--- src/sbcwd_regs.vh ---
`ifndef SBCWD_REGS_VH
`define SBCWD_REGS_VH

// ============================================================
// Clock and time base
`define SBCWD_CLK_KHZ        20000
`define SBCWD_TICK_MS        1
`define SBCWD_LONG_OPEN_MS   10'd200
`define SBCWD_CLOSED_PCT     17'd60

// ============================================================
// Chip modes seen by the watchdog
`define SBCWD_MODE_INIT      3'h0
`define SBCWD_MODE_NORMAL    3'h1
`define SBCWD_MODE_STOP      3'h2
`define SBCWD_MODE_SLEEP     3'h3
`define SBCWD_MODE_RESTART   3'h4
`define SBCWD_MODE_FAILSAFE  3'h5

// ============================================================
// trigger_control_reg fields
`define SBCWD_TRG_PARITY     7
`define SBCWD_TRG_TYPE       6
`define SBCWD_TRG_ARM_B      5
`define SBCWD_TRG_RSVD       3
`define SBCWD_TRG_PER_HI     2
`define SBCWD_TRG_PER_LO     0

// ============================================================
// wake_control_reg_one fields
`define SBCWD_WK_ARM_A       0
`define SBCWD_WK_BUS_EN      1

// ============================================================
// Reset values
`define SBCWD_RST_TYPE       1'b0
`define SBCWD_RST_PERIOD     3'h1
`define SBCWD_RST_BUS_EN     1'b1
`define SBCWD_RST_FAIL       2'h0

// ============================================================
// Fail counter ceilings
`define SBCWD_FAIL_CAP_CFG2  2'h1
`define SBCWD_FAIL_CAP_OTHER 2'h2
`define SBCWD_CFG2_CODE      2'h1

`endif

--- src/sbcwd_watchdog.v ---
`timescale 1ns/1ps
`include "sbcwd_regs.vh"

module sbcwd_watchdog #(
  parameter TICK_CYCLES = `SBCWD_CLK_KHZ * `SBCWD_TICK_MS
) (
  input  wire       MCLK,
  input  wire       RSTN,
  input  wire       CHIP_SELECT_N,
  input  wire       TRIG_WR,
  input  wire [7:0] TRIG_DATA,
  input  wire       WAKE_WR,
  input  wire [1:0] WAKE_DATA,
  input  wire [2:0] CHIP_MODE,
  input  wire       DEV_MODE,
  input  wire [1:0] FAIL_CONFIG,
  input  wire       RO_HIGH,
  input  wire       BUS_WAKE,
  output reg        WD_RESET_REQ,
  output reg        GO_FAILSAFE,
  output reg  [1:0] FAIL_COUNT,
  output reg        WATCH_TYPE,
  output reg  [2:0] PERIOD_SELECT,
  output reg        ARM_A,
  output reg        ARM_B,
  output reg        BUS_WAKE_EN,
  output reg        SPI_FAIL,
  output reg        WD_ACTIVE,
  output reg        LONG_OPEN
);

  // ============================================================
  // Pin synchronisers
  reg        cs_meta;
  reg        cs_sync;
  reg        cs_prev;
  reg        wk_meta;
  reg        wk_sync;
  reg        wk_prev;

  always @(posedge MCLK) begin
    if (!RSTN) begin
      cs_meta <= 1'b1;
      cs_sync <= 1'b1;
      cs_prev <= 1'b1;
      wk_meta <= 1'b0;
      wk_sync <= 1'b0;
      wk_prev <= 1'b0;
    end else begin
      cs_meta <= CHIP_SELECT_N;
      cs_sync <= cs_meta;
      cs_prev <= cs_sync;
      wk_meta <= BUS_WAKE;
      wk_sync <= wk_meta;
      wk_prev <= wk_sync;
    end
  end

  wire cs_rise  = cs_sync & ~cs_prev;
  wire wake_hit = wk_sync & ~wk_prev;

  // ============================================================
  // Millisecond tick
  reg  [15:0] tick_cnt;
  wire        tick = (tick_cnt == TICK_CYCLES[15:0] - 16'h0001);

  always @(posedge MCLK) begin
    if (!RSTN)
      tick_cnt <= 16'h0000;
    else if (tick)
      tick_cnt <= 16'h0000;
    else
      tick_cnt <= tick_cnt + 16'h0001;
  end

  // ============================================================
  // Period and closed window lookup in ms
  function [9:0] period_ms;
    input [2:0] sel;
    begin
      case (sel)
        3'h1:    period_ms = 10'd10;
        3'h2:    period_ms = 10'd20;
        3'h3:    period_ms = 10'd50;
        3'h4:    period_ms = 10'd100;
        3'h5:    period_ms = 10'd200;
        3'h6:    period_ms = 10'd500;
        3'h7:    period_ms = 10'd1000;
        default: period_ms = 10'd10; // Code 0 unused, treated as shortest
      endcase
    end
  endfunction

  wire [9:0]  per_ms    = period_ms(PERIOD_SELECT);
  wire [16:0] closed_w  = {7'h00, per_ms} * `SBCWD_CLOSED_PCT;
  // Quotient never exceeds 600, so the low ten bits hold it whole
  wire [16:0] closed_q  = closed_w / 17'd100;
  wire [9:0]  closed_ms = closed_q[9:0];

  // ============================================================
  // Pending trigger write, executed at chip select release
  reg       pend;
  reg [7:0] pend_data;

  always @(posedge MCLK) begin
    if (!RSTN) begin
      pend      <= 1'b0;
      pend_data <= 8'h00;
    end else if (TRIG_WR) begin
      pend      <= 1'b1;
      pend_data <= TRIG_DATA;
    end else if (cs_rise) begin
      pend      <= 1'b0;
    end
  end

  wire exec      = pend & cs_rise;
  // Reserved bit is part of the stored byte, so it enters the parity
  wire par_ok    = ~(^pend_data);
  wire trig_ok   = exec & par_ok;
  wire is_normal = (CHIP_MODE == `SBCWD_MODE_NORMAL);
  wire is_stop   = (CHIP_MODE == `SBCWD_MODE_STOP);
  wire is_init   = (CHIP_MODE == `SBCWD_MODE_INIT);
  wire mode_off  = DEV_MODE | (CHIP_MODE == `SBCWD_MODE_SLEEP) |
                   (CHIP_MODE == `SBCWD_MODE_RESTART) | (CHIP_MODE == `SBCWD_MODE_FAILSAFE);

  // ============================================================
  // Mode and reset-release edges
  reg [2:0] mode_prev;
  reg       ro_prev;

  always @(posedge MCLK) begin
    if (!RSTN) begin
      mode_prev <= `SBCWD_MODE_INIT;
      ro_prev   <= 1'b0;
    end else begin
      mode_prev <= CHIP_MODE;
      ro_prev   <= RO_HIGH;
    end
  end

  wire ro_rise    = RO_HIGH & ~ro_prev;
  wire enter_norm = is_normal & (mode_prev != `SBCWD_MODE_NORMAL) &
                    (mode_prev != `SBCWD_MODE_INIT);
  wire from_stop  = enter_norm & (mode_prev == `SBCWD_MODE_STOP);

  // ============================================================
  // Watchdog core
  reg [9:0] ms_cnt;
  reg       stop_off;
  reg       wd_fault;
  reg [1:0] fail_cap;

  always @* begin
    fail_cap = (FAIL_CONFIG == `SBCWD_CFG2_CODE) ? `SBCWD_FAIL_CAP_CFG2 : `SBCWD_FAIL_CAP_OTHER;
  end

  wire [1:0] fail_inc  = (FAIL_COUNT == fail_cap) ? FAIL_COUNT : FAIL_COUNT + 2'h1;
  wire       limit_hit = LONG_OPEN ? (ms_cnt >= `SBCWD_LONG_OPEN_MS - 10'd1) : (ms_cnt >= per_ms - 10'd1);
  wire       expire    = WD_ACTIVE & tick & limit_hit;
  wire       early     = WD_ACTIVE & ~LONG_OPEN & WATCH_TYPE & (ms_cnt < closed_ms);
  wire       running   = WD_ACTIVE & ~mode_off;
  // Disable holds only when both arms are set as stop is entered
  wire       go_off    = is_stop & (mode_prev == `SBCWD_MODE_NORMAL) & ARM_A & ARM_B;
  wire       restart_lw = (ro_rise & (is_init | is_normal) & ~DEV_MODE) |
                          (enter_norm & ~DEV_MODE) |
                          (stop_off & is_stop & (trig_ok | (wake_hit & BUS_WAKE_EN)));
  wire       fail_now  = running & ~restart_lw & ((trig_ok & early) | expire);

  always @(posedge MCLK) begin
    if (!RSTN) begin
      ms_cnt       <= 10'd0;
      WD_ACTIVE    <= 1'b0;
      LONG_OPEN    <= 1'b0;
      stop_off     <= 1'b0;
      wd_fault     <= 1'b0;
      FAIL_COUNT   <= `SBCWD_RST_FAIL;
      WD_RESET_REQ <= 1'b0;
      GO_FAILSAFE  <= 1'b0;
      SPI_FAIL     <= 1'b0;
    end else begin
      WD_RESET_REQ <= 1'b0;
      GO_FAILSAFE  <= 1'b0;
      SPI_FAIL     <= exec & ~par_ok;
      if (tick)
        ms_cnt <= ms_cnt + 10'd1;
      if (mode_off) begin
        WD_ACTIVE <= 1'b0;
        LONG_OPEN <= 1'b0;
        stop_off  <= 1'b0;
        if ((CHIP_MODE == `SBCWD_MODE_SLEEP) ||
            ((CHIP_MODE == `SBCWD_MODE_FAILSAFE) && !wd_fault))
          FAIL_COUNT <= 2'h0;
      end else if (restart_lw) begin
        WD_ACTIVE <= 1'b1;
        LONG_OPEN <= 1'b1;
        stop_off  <= 1'b0;
        wd_fault  <= 1'b0;
        ms_cnt    <= 10'd0;
      end else if (go_off) begin
        WD_ACTIVE  <= 1'b0;
        LONG_OPEN  <= 1'b0;
        stop_off   <= 1'b1;
        FAIL_COUNT <= 2'h0;
      end else if (fail_now) begin
        WD_ACTIVE    <= 1'b0;
        LONG_OPEN    <= 1'b0;
        wd_fault     <= 1'b1;
        FAIL_COUNT   <= fail_inc;
        WD_RESET_REQ <= 1'b1;
        GO_FAILSAFE  <= (fail_inc == fail_cap);
      end else if (running && trig_ok) begin
        LONG_OPEN  <= 1'b0;
        ms_cnt     <= 10'd0;
        FAIL_COUNT <= 2'h0;
      end
    end
  end

  // ============================================================
  // Configuration and arming bits
  wire cfg_wr  = trig_ok & is_normal;
  wire arm_a_set = WAKE_WR & WAKE_DATA[`SBCWD_WK_ARM_A] & is_normal;

  always @(posedge MCLK) begin
    if (!RSTN) begin
      WATCH_TYPE    <= `SBCWD_RST_TYPE;
      PERIOD_SELECT <= `SBCWD_RST_PERIOD;
      BUS_WAKE_EN   <= `SBCWD_RST_BUS_EN;
      ARM_A         <= 1'b0;
      ARM_B         <= 1'b0;
    end else begin
      if (cfg_wr) begin
        WATCH_TYPE    <= pend_data[`SBCWD_TRG_TYPE];
        PERIOD_SELECT <= pend_data[`SBCWD_TRG_PER_HI:`SBCWD_TRG_PER_LO];
      end
      // Bus wake option is frozen once the disable sequence is under way
      if (WAKE_WR && is_normal && !ARM_A && !ARM_B)
        BUS_WAKE_EN <= WAKE_DATA[`SBCWD_WK_BUS_EN];
      if (restart_lw && (from_stop || stop_off)) begin
        ARM_A <= 1'b0;
        ARM_B <= 1'b0;
      end else begin
        if (arm_a_set)
          ARM_A <= ~ARM_A;
        else if (WAKE_WR && is_normal)
          ARM_A <= 1'b0;
        if (arm_a_set && ARM_A)
          ARM_B <= 1'b0;
        else if (cfg_wr)
          ARM_B <= pend_data[`SBCWD_TRG_ARM_B] & ARM_A;
      end
    end
  end

endmodule // sbcwd_watchdog

--- config.mk ---
export PLATFORM = sky130hd
export DESIGN_NAME = sbcwd_watchdog
export DESIGN_NICKNAME = d
export VERILOG_FILES = /design/src/sbcwd_watchdog.v
export VERILOG_INCLUDE_DIRS = /design/src
export SDC_FILE = /design/constraint.sdc
export NUM_CORES = 1
export LEC_CHECK = 0
export BUFFER_PORTS_ARGS = -buffer_cell sky130_fd_sc_hd__buf_2
export CAP_MARGIN = 20
export CORE_ASPECT_RATIO = 1.4
export CORE_MARGIN = 2
export CORE_UTILIZATION = 32
export CTS_BUF_LIST = sky130_fd_sc_hd__clkbuf_4
export DETAILED_ROUTE_END_ITERATION = 7
export PLACE_DENSITY = 0.54
export SKIP_CTS_REPAIR_TIMING = 1
export SLEW_MARGIN = 40
export SYNTH_ARGS = -nofsm -noshare
export SYNTH_HDL_FRONTEND = slang
export SYNTH_SLANG_ARGS = --single-unit
--- constraint.sdc ---
create_clock -name MCLK -period 7.05 [get_ports MCLK]
set_input_delay 0.3525 -clock MCLK [delete_from_list [all_inputs] [get_ports MCLK]]
set_output_delay 0.3525 -clock MCLK [all_outputs]
set_load 0.03 [all_outputs]
==> qor.csv <==
metric;value;unit
num_rows;49;
setup_viol;0;
fp.dieH;140;um
final_max_slew_viol_count;0;
clock_path_buffers;2;
cap_violations;0;
ys_seq_area_share;28.7;%
grt_pass1_vias;3787;
yosysWarnings;0;
antenna_left;0;
worstSetupEndpointType;flop;
wl_per_cell;14.1;um
synth-seq-cells;61;
synth_cells;521;
cts_sinks;61;
area_delta_synth_final;10.9;%
yosysUniqueCellTypes;59;
status;finished, final reports clean;
antenna_found_initial;1;
ys.flop_type;dfxtp_1;
vias_per_cell;5.10;
syn_area;0.00426;mm^2
routed-via-count;3750;
place_hpwl;7990;um
synth_top_area_share;28.7;%
hold_viol_final;0;
design.core.area;0.0129;mm^2
critPathRequiredTime;7.30;ns
nFillCells;1346;
setup.worst_path.start_class;flop;
async_flop_share;0;%
cts_buffers;9;
io_pins;37;
rsz0062_at_grt;false;
power.density;130;mW/mm^2
grt_pass1_wl;17700;um
initial_core_util;32.9;%
path_clk_slew;0.11;ns
drive_gt1_share;11.5;%
routed_wl;10400;um
die_x;101;um
grt_usage;15.3;%
arrival;6.40;ns
path_class;reg -> reg;
root_buffer;clkbuf_4;
timing.fmax;163;MHz
worstMarginPinSlew;0.738;ns
crit_fanout;17;
avgSynthCellArea;8.17;um^2
maxSlewHeadroom;50.6;%
clk_latency;0.42;ns
ir_drop;0.120;mV
finalCritPeriodShare;87.2;%
gp_congestion;0.856;
cellLeakagePower;1.98;nW
skew;0.0233;ns
htreeDepth;3;
synth_top_cell_by_area;dfxtp_1;
overflow;0;
tritoncts;yes;
hold_ws;0.124;ns
min_path_type;in -> reg;
post-route-min-period;6.15;ns
drt_first_pass_iters;4;
synth-edff-count;0;
drc;0;
yosys-top-cells-count;61 x dfxtp_1, 61 x nor2_1, 41 x nand2_1;
finalNetCount;620;
dieArea;0.0143;mm^2
seqCellArea;0.00122;mm^2
grt_max_degree;28;
port-buffer-count;36;
drt_iter0_drc;111;
synth_area_leaders;dfxtp_1 29%, ha_1 12%, nor2_1 5.4%;
multiInputGateArea;0.00286;mm^2
tns;0;ns
## final timing paths
check	start	end	slack, ns	depth (start not counted)
worst max-delay path	PERIOD_SELECT[0]	ms_cnt[8]	0.90	24
worst min-delay path	CHIP_SELECT_N	cs_meta	0.12	2
worst max register to register	PERIOD_SELECT[0]	ms_cnt[8]	0.90	24
worst min register to register	cs_meta	cs_sync	0.45	1
## cells in the final DEF, fill, tap and decap left out, types with 17 or more instances in the layout
cell type   n
nand2_1    41
xor2_1     17
buf_2      36
ha_1       40
o21ai_0    18
dfxtp_1    61
xnor2_1    23
nand3_1    20
inv_1      20
nor2_1     61
a21oi_1    31
## where the power goes
part	switching [mW]	leakage (nW)	total, mW	internal [mW]
logic	0.0328	1.43	0.0568	0.0240
clock network	0.126	0.0610	0.198	0.0722
registers	0.00559	0.496	0.358	0.352
total	0.164	1.98	0.613	0.448
## routing by layer
layer  routed length [um]  global-route usage [%]  up-vias
li1                     -                       -     1921
met1                 4620                    18.9     1754
met2                 5230                    26.2       61
met3                  291                    2.54       14
met4                  219                    5.97        0
met5                    0                       0        -
## area by class of cell
type	instances	share of cell area [%]
repair buffers	42	4.77
clock inverters	6	0.636
well taps	178	4.72
diodes	1	0.0530
inverters	22	1.75
multi-input cells	416	60.6
clock buffers	10	1.59
flip-flops and latches	61	25.9
## flip-flops by register name, indices dropped and copies added, names as in the netlist, 2 cells and up
| signal | cells |
|---|---|
| PERIOD_SELECT | 3 |
| tick_cnt | 16 |
| mode_prev | 3 |
| FAIL_COUNT | 2 |
| ms_cnt | 10 |
| pend_data | 8 |
## worst max-delay path, cell delays in order, from the launching register on
cell and delay, ns:
dfxtp_1 0.31, buf_4 0.19, and2_1 0.23, a21oi_1 0.32, inv_1 0.16, fa_1 0.50, inv_1 0.05, fa_1 0.50
inv_1 0.04, ha_1 0.33, a21oi_1 0.18, and2_1 0.21, a21boi_1 0.12, or4_1 0.49, a31oi_1 0.25, o31ai_1 0.11
xor2_1 0.24, nor2_1 0.10, ha_1 0.34, nand2_1 0.08, nand4bb_1 0.19, a31oi_1 0.25, o21ai_2 0.15, nor4_4 0.52
nor4_1 0.10
## per-stage QoR
step / setup WS (ns) / std cells / utilization, % / total power, mW / instance area (um^2)
3_5_place_dp: 0.960 / 719 / 35.7 / 0.422 / 4610
4_1_cts: 0.896 / 735 / 36.5 / 0.623 / 4720
5_1_grt: 0.401 / 736 / 36.5 / 0.645 / 4720
3_3_place_gp: 1.10 / 719 / 35.7 / 0.421 / 4610
2_1_floorplan: 1.30 / 522 / - / 0.405 / 4260
6_report: 0.905 / 736 / 36.5 / 0.613 / 4720
## kinds of logic after synthesis
logic type | after synthesis | synth area share (%)
and+or+nand+nor | 216 | 26.1
muxes | 16 | 3.76
xor gates and xnor gates | 40 | 8.23
other | 1 | 0.0881
adders and majority gates | 46 | 14.3
buffers and inverters | 45 | 4.17
AOI/OAI and AO/OA | 96 | 14.7
DFF | 61 | 28.7
(Power assumes the default switching activity.)
